**src/core/itcs_defines.svh**
```systemverilog
// Register offsets, field positions, reset values and divider counts
`ifndef ITCS_DEFINES_SVH
`define ITCS_DEFINES_SVH
`define ITCS_ADDR_W 20
`define ITCS_OFS_GATE 20'hf00f0
`define ITCS_OFS_SRCMODE 20'hf00f3
`define ITCS_OFS_DIVSEL 20'hf02d8
`define ITCS_OFS_ITCTL 20'hfff90
`define ITCS_OFS_STATUS 20'hf02e0
`define ITCS_RST_BYTE 8'h00
`define ITCS_RST_ITCTL 16'h7fff
`define ITCS_BIT_TCLK_EN 7
`define ITCS_BIT_LOWSPD 4
`define ITCS_BIT_DIVSRC 7
`define ITCS_GATE_WMASK 8'ha7
`define ITCS_SRCMODE_WMASK 8'h10
`define ITCS_DIVSEL_WMASK 8'he3
`define ITCS_DIV1_A 9'd122
`define ITCS_DIV1_B 9'd305
`define ITCS_DIV1_C 9'd183
`endif

```
**src/core/itcs_pkg.sv**
```systemverilog
// Types shared by the clock-select block
package itcs_pkg;
	typedef logic [7:0] itcs_byte_t;
	typedef enum logic [3:0] {
		ITCS_DIV_IDLE = 4'h1,
		ITCS_DIV_RUN = 4'h2,
		ITCS_DIV_HOLD = 4'h4,
		ITCS_DIV_BAD = 4'h8
	} itcs_div_e;
endpackage : itcs_pkg

```
**src/core/itcs_div_if.sv**
```systemverilog
// Carrier between the selector and the cascaded divider
`timescale 1ns/1ps
interface itcs_div_if;
	logic run;
	logic src_tick;
	logic [1:0] div1_sel;
	logic [1:0] div2_sel;
	logic out_tick;
	logic bad_sel;
	modport ctrl(output run, output src_tick, output div1_sel, output div2_sel, input out_tick, input bad_sel);
	modport div(input run, input src_tick, input div1_sel, input div2_sel, output out_tick, output bad_sel);
endinterface : itcs_div_if

```
**src/core/itcs_divider.sv**
```systemverilog
// Cascaded first and second divider producing a count enable
`timescale 1ns/1ps
`include "itcs_defines.svh"
module itcs_divider
	import itcs_pkg::*;
(
	input wire logic i_clk,
	input wire logic i_reset,
	itcs_div_if.div d
);
	function automatic logic [8:0] div1_len(input logic [1:0] sel);
		case (sel)
			2'b00: div1_len = `ITCS_DIV1_A;
			2'b01: div1_len = `ITCS_DIV1_B;
			2'b10: div1_len = `ITCS_DIV1_C;
			default: div1_len = 9'd0;
		endcase
	endfunction : div1_len

	itcs_div_e state_r;
	itcs_div_e state_nxt;
	logic [8:0] cnt1_r;
	logic [2:0] cnt2_r;
	logic out_r;
	wire logic [8:0] len1 = div1_len(d.div1_sel);
	wire logic [2:0] last2 = 3'((4'h1 << d.div2_sel) - 4'h1);
	wire logic wrap1 = d.src_tick && (cnt1_r >= len1 - 9'd1);
	wire logic wrap2 = wrap1 && (cnt2_r >= last2);
	wire logic active = (state_r == ITCS_DIV_RUN);

	always_comb begin
		state_nxt = state_r;
		case (state_r)
			ITCS_DIV_IDLE: state_nxt = !d.run ? ITCS_DIV_IDLE : (len1 == 9'd0) ? ITCS_DIV_BAD : ITCS_DIV_RUN;
			ITCS_DIV_RUN: state_nxt = !d.run ? ITCS_DIV_HOLD : (len1 == 9'd0) ? ITCS_DIV_BAD : ITCS_DIV_RUN;
			ITCS_DIV_HOLD: state_nxt = ITCS_DIV_IDLE;
			ITCS_DIV_BAD: state_nxt = (!d.run || len1 != 9'd0) ? ITCS_DIV_IDLE : ITCS_DIV_BAD;
			default: state_nxt = ITCS_DIV_IDLE;
		endcase
	end

	// Counters restart from zero only outside the run state, so a selection change while running can yield a short count period
	always_ff @(posedge i_clk) begin
		if (i_reset || !active) begin
			cnt1_r <= 9'd0;
			cnt2_r <= 3'd0;
			out_r <= 1'b0;
		end else begin
			out_r <= wrap2;
			if (d.src_tick) begin
				cnt1_r <= wrap1 ? 9'd0 : cnt1_r + 9'd1;
				if (wrap1) begin
					cnt2_r <= wrap2 ? 3'd0 : cnt2_r + 3'd1;
				end
			end
		end
	end

	always_ff @(posedge i_clk) begin
		if (i_reset) begin
			state_r <= ITCS_DIV_IDLE;
		end else begin
			state_r <= state_nxt;
		end
	end

	assign d.out_tick = out_r;
	assign d.bad_sel = (state_r == ITCS_DIV_BAD);
endmodule : itcs_divider

```
**src/core/itcs_top.sv**
```systemverilog
// Interval timer / real-time clock gating and count clock selection
// Notes on behaviour
// - Gate bit 7 low stops timer clock and holds both timers in reset.
// - Gate bit 7 high supplies clock; timer registers become readable and writable.
// - With gate low, control writes ignored, reads give default; others stay accessible.
// - Reset clears gate, source mode and divider select registers to zero.
// - Low-speed select zero: divided clock counts both timers.
// - Low-speed select one: interval timer runs from low-speed oscillator.
// - Low-speed oscillator allowed for general timer only when select is one.
// - Divider select bit 7 picks system clock (0) or on-chip oscillator (1).
// - Bits 6:5 divide by 122, 305, 183; code 11 prohibited.
// - Bits 1:0 divide further by 1, 2, 4 or 8.
`timescale 1ns/1ps
`include "itcs_defines.svh"
module itcs_top
	import itcs_pkg::*;
(
	input wire logic i_clk,
	input wire logic i_reset,
	input wire logic [`ITCS_ADDR_W-1:0] i_addr,
	input wire logic [15:0] i_wdata,
	input wire logic i_wr,
	input wire logic i_rd,
	input wire logic i_sysclk_tick,
	input wire logic i_hoco_tick,
	input wire logic i_lowosc_tick,
	output logic [15:0] o_rdata,
	output logic o_timers_reset,
	output logic o_rtc_count_en,
	output logic o_it_count_en,
	output logic o_gpt_lowosc_allowed,
	output logic [15:0] o_it_control,
	output logic o_bad_divider
);
	itcs_byte_t gate_r;
	itcs_byte_t srcmode_r;
	itcs_byte_t divsel_r;
	logic [15:0] itctl_r;
	logic [15:0] rdata_r;
	logic treset_r;
	logic rtc_en_r;
	logic it_en_r;
	logic gpt_r;
	logic bad_r;
	logic [1:0] sys_sync_r;
	logic [1:0] hoco_sync_r;
	logic [1:0] low_sync_r;
	logic sys_prev_r;
	logic hoco_prev_r;
	logic low_prev_r;

	itcs_div_if dvi();

	// Source pins come from foreign oscillators, so each is synchronised first
	always_ff @(posedge i_clk) begin
		if (i_reset) begin
			sys_sync_r <= 2'b00;
			hoco_sync_r <= 2'b00;
			low_sync_r <= 2'b00;
			sys_prev_r <= 1'b0;
			hoco_prev_r <= 1'b0;
			low_prev_r <= 1'b0;
		end else begin
			sys_sync_r <= {sys_sync_r[0], i_sysclk_tick};
			hoco_sync_r <= {hoco_sync_r[0], i_hoco_tick};
			low_sync_r <= {low_sync_r[0], i_lowosc_tick};
			sys_prev_r <= sys_sync_r[1];
			hoco_prev_r <= hoco_sync_r[1];
			low_prev_r <= low_sync_r[1];
		end
	end

	wire logic sys_rise = sys_sync_r[1] && !sys_prev_r;
	wire logic hoco_rise = hoco_sync_r[1] && !hoco_prev_r;
	wire logic low_rise = low_sync_r[1] && !low_prev_r;

	wire logic tclk_en = gate_r[`ITCS_BIT_TCLK_EN];
	wire logic low_sel = srcmode_r[`ITCS_BIT_LOWSPD];
	wire logic hoco_sel = divsel_r[`ITCS_BIT_DIVSRC];

	wire logic hit_gate = (i_addr == `ITCS_OFS_GATE);
	wire logic hit_src = (i_addr == `ITCS_OFS_SRCMODE);
	wire logic hit_div = (i_addr == `ITCS_OFS_DIVSEL);
	wire logic hit_itc = (i_addr == `ITCS_OFS_ITCTL);
	wire logic hit_sts = (i_addr == `ITCS_OFS_STATUS);

	wire logic wr_gate = i_wr && hit_gate;
	wire logic wr_src = i_wr && hit_src;
	wire logic wr_div = i_wr && hit_div;
	wire logic wr_itc = i_wr && hit_itc && tclk_en;

	wire logic [15:0] itc_view = tclk_en ? itctl_r : `ITCS_RST_ITCTL;
	wire logic [15:0] status_word = {11'h000, bad_r, gpt_r, it_en_r, rtc_en_r, treset_r};
	wire logic [15:0] rd_mux =
		hit_gate ? {8'h00, gate_r} :
		hit_src ? {8'h00, srcmode_r} :
		hit_div ? {8'h00, divsel_r} :
		hit_itc ? itc_view :
		hit_sts ? status_word : 16'h0000;

	assign dvi.run = tclk_en;
	assign dvi.src_tick = hoco_sel ? hoco_rise : sys_rise;
	assign dvi.div1_sel = divsel_r[6:5];
	assign dvi.div2_sel = divsel_r[1:0];

	itcs_divider u_div (
		.i_clk(i_clk),
		.i_reset(i_reset),
		.d(dvi)
	);

	// Register file
	always_ff @(posedge i_clk) begin
		if (i_reset) begin
			gate_r <= `ITCS_RST_BYTE;
			srcmode_r <= `ITCS_RST_BYTE;
			divsel_r <= `ITCS_RST_BYTE;
		end else begin
			if (wr_gate) begin
				gate_r <= i_wdata[7:0] & `ITCS_GATE_WMASK;
			end
			if (wr_src) begin
				srcmode_r <= i_wdata[7:0] & `ITCS_SRCMODE_WMASK;
			end
			if (wr_div) begin
				divsel_r <= i_wdata[7:0] & `ITCS_DIVSEL_WMASK;
			end
		end
	end

	// Timer control is held at its default while the gate is closed
	always_ff @(posedge i_clk) begin
		if (i_reset || !tclk_en) begin
			itctl_r <= `ITCS_RST_ITCTL;
		end else if (wr_itc) begin
			itctl_r <= i_wdata;
		end
	end

	always_ff @(posedge i_clk) begin
		if (i_reset) begin
			rdata_r <= 16'h0000;
		end else begin
			rdata_r <= i_rd ? rd_mux : 16'h0000;
		end
	end

	// Count enables; low-speed pulse bypasses the divider for the interval timer only
	always_ff @(posedge i_clk) begin
		if (i_reset) begin
			treset_r <= 1'b1;
			rtc_en_r <= 1'b0;
			it_en_r <= 1'b0;
			gpt_r <= 1'b0;
			bad_r <= 1'b0;
		end else begin
			treset_r <= !tclk_en;
			rtc_en_r <= tclk_en && !low_sel && dvi.out_tick;
			it_en_r <= tclk_en && (low_sel ? low_rise : dvi.out_tick);
			gpt_r <= low_sel;
			bad_r <= dvi.bad_sel;
		end
	end

	assign o_rdata = rdata_r;
	assign o_timers_reset = treset_r;
	assign o_rtc_count_en = rtc_en_r;
	assign o_it_count_en = it_en_r;
	assign o_gpt_lowosc_allowed = gpt_r;
	assign o_it_control = itctl_r;
	assign o_bad_divider = bad_r;
endmodule : itcs_top
```
**config.mk**
```make
export PLATFORM = sky130hd
export DESIGN_NAME = itcs_top
export DESIGN_NICKNAME = d
export VERILOG_FILES = /design/src/core/itcs_pkg.sv /design/src/core/itcs_div_if.sv /design/src/core/itcs_divider.sv /design/src/core/itcs_top.sv
export VERILOG_INCLUDE_DIRS = /design/src /design/src/core
export SDC_FILE = /design/constraint.sdc
export NUM_CORES = 1
export LEC_CHECK = 0
export BUFFER_PORTS_ARGS = -buffer_cell sky130_fd_sc_hd__buf_2
export CAP_MARGIN = 20
export CORE_ASPECT_RATIO = 1.5
export CORE_MARGIN = 3
export CORE_UTILIZATION = 55
export CTS_BUF_LIST = sky130_fd_sc_hd__clkbuf_16
export CTS_CLUSTER_DIAMETER = 120
export DETAILED_ROUTE_END_ITERATION = 12
export PLACE_DENSITY = 0.88
export SYNTH_ARGS = -nofsm -noshare
export SYNTH_HDL_FRONTEND = slang
export SYNTH_SLANG_ARGS = --single-unit
```
**constraint.sdc**
```tcl
create_clock -name i_clk -period 7.5 [get_ports i_clk]
set_clock_uncertainty 0.1 [all_clocks]
set_input_delay 0.375 -clock i_clk [delete_from_list [all_inputs] [get_ports i_clk]]
set_output_delay 0.375 -clock i_clk [all_outputs]
set_load 0.005 [all_outputs]
```
; ---- Yosys cells after proc, flatten, opt, wreduce, memory -nomap -nowiden
; Index checks and enable logic that the tools add are counted.
; Widths: inputs -> output; s select.
[totals]
in_bits = 43
register_bits = 74
n_memories = 0
romBits = 0
latch_bits = 0
wordCells = 88
ramBits = 0
[classes]
shifts = 1
n_lt_le_gt_ge = 2
mul = 0
mux = 16
bitwise_logic = 1
addsub = 4
eq_ne = 10
div_mod_pow = 0
n_reduce_logical = 30
[ops]
columns = cell, n
row1 = $eq 20x20->1 const B, 5
row2 = $mux 16, 2
row3 = $pmux 9 s3, 1
row4 = $mux 8, 3
row5 = $mux 4, 4
row6 = $logic_and 1x1->1, 13
row7 = $pmux 4 s3, 1
row8 = $add 9x1->9 const B, 1
row9 = $ge 9x9->1, 1
row10 = $logic_not 9->1, 1
row11 = $mux 9, 1
row12 = $reduce_bool 9->1, 1
row13 = $sub 9x1->9 const B, 1
row14 = $logic_not 1->1, 6
row15 = $mux 5, 1
row16 = $reduce_or 5->1, 1
row17 = $eq 4x1->1 const B, 1
row18 = $eq 4x2->1 const B, 1
row19 = $eq 4x4->1 const B, 1
row20 = $reduce_or 4->1, 1
row21 = $add 3x1->3 const B, 1
row22 = $ge 3x3->1, 1
row23 = $logic_or 1x1->1, 3
row24 = $mux 3, 1
row25 = 10 further kinds, 11

; ---- Longest topological paths before layout
[logic_depth]
word_depth = 7
mapped_depth = 10
ltp_nobuf = 10

; ---- By module
; Synthesis repeated with hierarchy kept, for this count alone.
[hier_totals]
cells_unflattened = 375
hier_area_um2 = 3465.8
[by_module_without_submodules]
columns = mod, area_per_inst_um2, seq_area_each_um2, cells_each, n_inst
row1 = itcs_top, 2259.7, 1141.1, 236, 1
row2 = itcs_divider, 1206.2, 340.3, 139, 1

; ---- Least setup slack after synthesis
; Ideal clock, no wire load.
[synth_path]
kind = register to register
start = reg divsel_r[6]
end = reg u_div.cnt1_r[0]
setup_ns = 0.068
t_required_ns = 7.332
period_less_slack_ns = 2.636
stages_incl_launch_ff = 11
arrival_ns = 2.469
n_path_buf = 1
setup_slack_ns = 4.864
path_cell_list = dfxtp_1 ha_1 clkbuf_1 xor2_1 ha_1 and4_1 nand3_1 a21oi_1 o31ai_1 nand2_1 nor2_1
[synth_between]
elab_chain_cells = 6
elab_cells_between_ends = 8
classes_between = 1 x add/sub / 1 x order compare / 2 x eq/ne / 2 x mux / 2 x reduce/logical
[synth_rtl]
columns = element, line
row1 = "start, declared", itcs_top.sv:37  ; itcs_byte_t divsel_r;
row2 = "start signal, assigned", itcs_top.sv:117  ; divsel_r <= `ITCS_RST_BYTE;
row3 = "start signal, assigned", itcs_top.sv:126  ; divsel_r <= i_wdata[7:0] & `ITCS_DIVSEL_WMASK;
row4 = $eq 2x2->1 (tied with other cells), itcs_divider.sv:12  ; case (sel)
row5 = $pmux 9 s3 (*), itcs_divider.sv:12
row6 = $sub 9x1->9 (*), itcs_divider.sv:27  ; wire logic wrap1 = d.src_tick && (cnt1_r >= len1 - 9'd1);
row7 = $ge 9x9->1 (*), itcs_divider.sv:27
row8 = $logic_and 1x1->1 (*), itcs_divider.sv:27
row9 = $mux 9 (*), itcs_divider.sv:51  ; cnt1_r <= wrap1 ? 9'd0 : cnt1_r + 9'd1;
row10 = "end signal, assigned", itcs_divider.sv:51
row11 = "end, declared", itcs_divider.sv:22  ; logic [8:0] cnt1_r;
; Every way passes the cells marked *; elsewhere a longest branch is shown, timed or not.
; A chain may end at the register's enable or synchronous reset.

; ---- Worst setup path in the final report
[layout_path]
start = reg divsel_r[6]
end = reg u_div.cnt1_r[6]
; The elaborated chain is that of the path after synthesis.

==> key figures <==
Drt
  – Initial DRC Count: 143
  – Vias/cell: approximately 5.7
  – Pre-antenna DRT Iters: 4
  – Routed WL: between 8 and 9 mm
  – Routed Antenna Nets: 0
  – Drc violations: 0
  – Vias: ~3000
  – WL/cell: between 15 and 20 um

Setup path
  – Crit-path cells: ha_1, nor2_1, ha_1, and4_1, nand3_1, a21oi_1, o31ai_1, nand2_1, nor2_1
  – Crit Path Class: reg2reg
  – CP Max Fanout: 9
  – Worst path arrival time: 3.11 ns
  – Origin of the critical flop-to-flop path: divsel_r[6]
  – Critical Path Slowest Stage Cell: o31ai_1
  – Setup crit start kind: flip-flop
  – RR Endpoint: u_div.cnt1_r[6]
  – CP startpoint: divsel_r[6]
  – Crit end category: flip-flop
  – Reg2Reg Setup Slack: ~4.5 ns
  – Critical path depth: 9
  – Crit path to: u_div.cnt1_r[6]
  – Number of cells on the worst reg-to-reg path: 9
  – Crit path largest cell delay: 0.63 ns
  – Worst path bufs/invs: 0
  – CP delay by family, top: simple AND/OR/NAND/NOR gates
  – Worst EP required: approximately 7.7 ns

Cells and area
  – Fill cells: 420
  – Final core utilization: a little over two thirds
  – Reg area: approximately 0.0015 mm^2
  – Most common cell after layout, fill and taps aside: buf_2
  – Share of layout cells above drive strength 1: a little under a quarter
  – Layout area overhead: 21.87%
  – Post-route cell area: 0.004044 mm^2
  – Most frequent cells in the layout: buf_2 (79), dfxtp_1 (74), nand2_1 (49)
  – Antenna Cells: 0
  – Multi-input gate area: 0.001678 mm^2
  – Fin nets: a little over 500

Min path
  – Hold Crit Class: in2reg

Yosys
  – Top FF cell, synth: dfxtp_1
  – Unique masters post-synth: 49
  – Post-synth EDFFs: 0
  – Net Count, Synth: approximately 430
  – Synth Instances: 372
  – #FFs+latches synth: 74
  – Post-synthesis sequential area ratio: 44.65%
  – Avg Synthesized Cell Area: ~8.9 um^2
  – Mapped Area: 0.003318 mm^2
  – Synth warnings: 0
  – Ys async rst share: 0%

Global routing
  – Tot GR Track Use: 23.36%
  – Antenna violations before repair: 0
  – Gr ovfl total: 0
  – Vias in the first global route: 2975
  – Pin count of the biggest net entering global routing: 26
  – First-pass GRT wire length: about 13 mm

Pwr
  – Switching Fraction: between 20% and 30%
  – Standby leakage power: ~0.0018 uW
  – Switch Pwr: approximately 190 uW
  – Reg power frac: a little under half
  – Internal power: 671.2 uW
  – Maximum VDD drop: roughly 0.14 mV
  – Power per cell area: 213.7 mW/mm^2
  – Comb pwr share: 3.1%
  – Clock power frac: around 51%

Floorplanning
  – Die H: a little over 100 um
  – # IOs: 80
  – Core ar.: slightly below 0.006 mm^2
  – Die Wd: ~70 um
  – Starting Density: about 57%
  – Full die area: around 0.007 mm^2
  – Row cnt: 34

Placed design
  – Post-Place Setup Slack: about 4.4 ns
  – Post-DP HPWL: 5.888 mm
  – Port Buf Inserts: between 70 and 80
  – Global placement routability congestion: about 0.85
  – Area of placed instances: ~0.0037 mm^2

Clock tree
  – Clk Latency, worst-skew pair: 0.33 ns
  – Clock slew at reported path FFs: approximately 0.06 ns
  – CTS Sinks: 74
  – Resize count post-CTS: 0
  – Post-CTS Hold Fix Bufs: 0
  – Max Buffers Root-to-Sink: 2
  – CTS tree: built
  – Clock Tree Root: clkbuf_16
  – Post CTS Setup Buffer Count: 0
  – Htree depth: 3
  – Number of buffers created by CTS: 9

STA
  – Setup TNS: 0 ns
  – Slew HR: around 35%
  – Fmax: around 0.34 GHz
  – Crit path time final: 2.952 ns
  – Unrepaired setup endpoints after global routing: false
  – Period utilization: between 30% and 40%
  – Final Max Slew Viols: 0
  – Hold Vio Cnt, Final: 0
  – Final setup viols: 0
  – Worst slew pin tran: ~0.97 ns
  – Setup ws final: about 4.5 ns

Outcome
  – Status: completed

Job
  – Max-cap violations: 0
==> Yosys cell counts (3+ instances only) <==
cell type | instances | area [um^2]
nand4_1 | 8 | 50.05
nor2b_1 | 12 | 75.07
buf_4 | 3 | 22.52
o211ai_1 | 4 | 30.03
nand3_1 | 20 | 100.1
o211ai_2 | 5 | 62.56
xnor2_1 | 6 | 52.55
a21oi_1 | 27 | 135.1
or3_1 | 3 | 18.77
xor2_1 | 8 | 70.07
a22o_1 | 3 | 26.28
nor2_1 | 31 | 116.4
dfxtp_1 | 74 | 1481
and3_1 | 7 | 43.79
nor3b_1 | 6 | 45.04
inv_1 | 21 | 78.83
nor3_1 | 3 | 15.01
mux2i_1 | 7 | 70.07
nand2_1 | 49 | 183.9
ha_1 | 19 | 237.7
clkbuf_1 | 6 | 22.52
o21ai_0 | 12 | 60.06
nand2b_1 | 7 | 43.79
==> cell type report <==
| class | instances | area share, % |
|---|---|---|
| inverter | 22 | 2.042 |
| tap | 72 | 2.228 |
| sequential | 74 | 36.63 |
| timing repair buffer | 80 | 9.963 |
| clock buffer | 9 | 5.569 |
| clock inverter | 7 | 2.073 |
| multi-input combinational | 264 | 41.49 |
==> kinds of logic (layout without fill, tap and decap cells) <==
family | Yosys count | after routing | share of synthesized area, %
and+or+nand+nor | 163 | 163 | 25.34
DFF | 74 | 74 | 44.65
AOI/OAI and AO/OA | 61 | 61 | 12.26
buffers and inverters | 34 | 118 | 4.788
adders and majority gates | 19 | 19 | 7.164
xor gates and xnor gates | 14 | 14 | 3.695
muxes | 7 | 7 | 2.112
==> how the worst min path moves through the flow <==
stage	from	end	slack (ns)	cells past startpoint
floorplan	low_prev_r	o_it_count_en	0.29	1
global placement	low_prev_r	o_it_count_en	0.30	1
detailed placement	low_prev_r	o_it_count_en	0.32	1
CTS	i_wdata[13]	o_it_control[13]	0.15	3
global route	i_wdata[13]	o_it_control[13]	0.16	3
finish	i_wdata[13]	o_it_control[13]	0.15	3
==> stage by stage <==
step           hold WS, ns  power (uW)  instances
2_1_floorplan       0.2945       414.1        372
3_3_place_gp        0.2977       429.6        512
3_5_place_dp        0.3187       430.5        512
4_1_cts             0.1495       864.8        528
5_1_grt             0.1645       886.2        528
6_report            0.1483       864.0        528
==> power by group through the flow <==
| stage | Clock, uW | Combinational, uW | Sequential (uW) |
|---|---|---|---|
| 3_3_place_gp | 0 | 25.5 | 404 |
| 6_report | 442 | 26.7 | 395 |
| 5_1_grt | 462 | 29.1 | 395 |
| 4_1_cts | 443 | 26.4 | 395 |
| 3_5_place_dp | 0 | 26.2 | 404 |
| 2_1_floorplan | 0 | 10.1 | 404 |
==> tightest hold or removal path, cell delays in order <==
cell and delay, ns:
buf_2 0.07, nand2_1 0.05, o211ai_2 0.06
==> layer usage <==
| metal | routed length, um | GRT usage [%] | vias up |
|---|---|---|---|
| met2 | 4221 | 42.13 | 124 |
| met4 | 376 | 15.79 | 0 |
| met5 | 0 | 0 | - |
| met3 | 513 | 4.071 | 32 |
| li1 | - | - | 1445 |
| met1 | 2981 | 24.78 | 1427 |
==> sequential cells by signal, indices dropped and copies added, names as in the netlist, 2 cells and up <==
| name | count |
|---|---|
| gate_r | 5 |
| u_div.cnt2_r | 3 |
| u_div.cnt1_r | 9 |
| o_rdata | 16 |
| hoco_sync_r | 2 |
| low_sync_r | 2 |
| sys_sync_r | 2 |
| u_div.state_r | 4 |
| divsel_r | 5 |
| o_it_control | 16 |
Power figures use the tool's default switching activity.
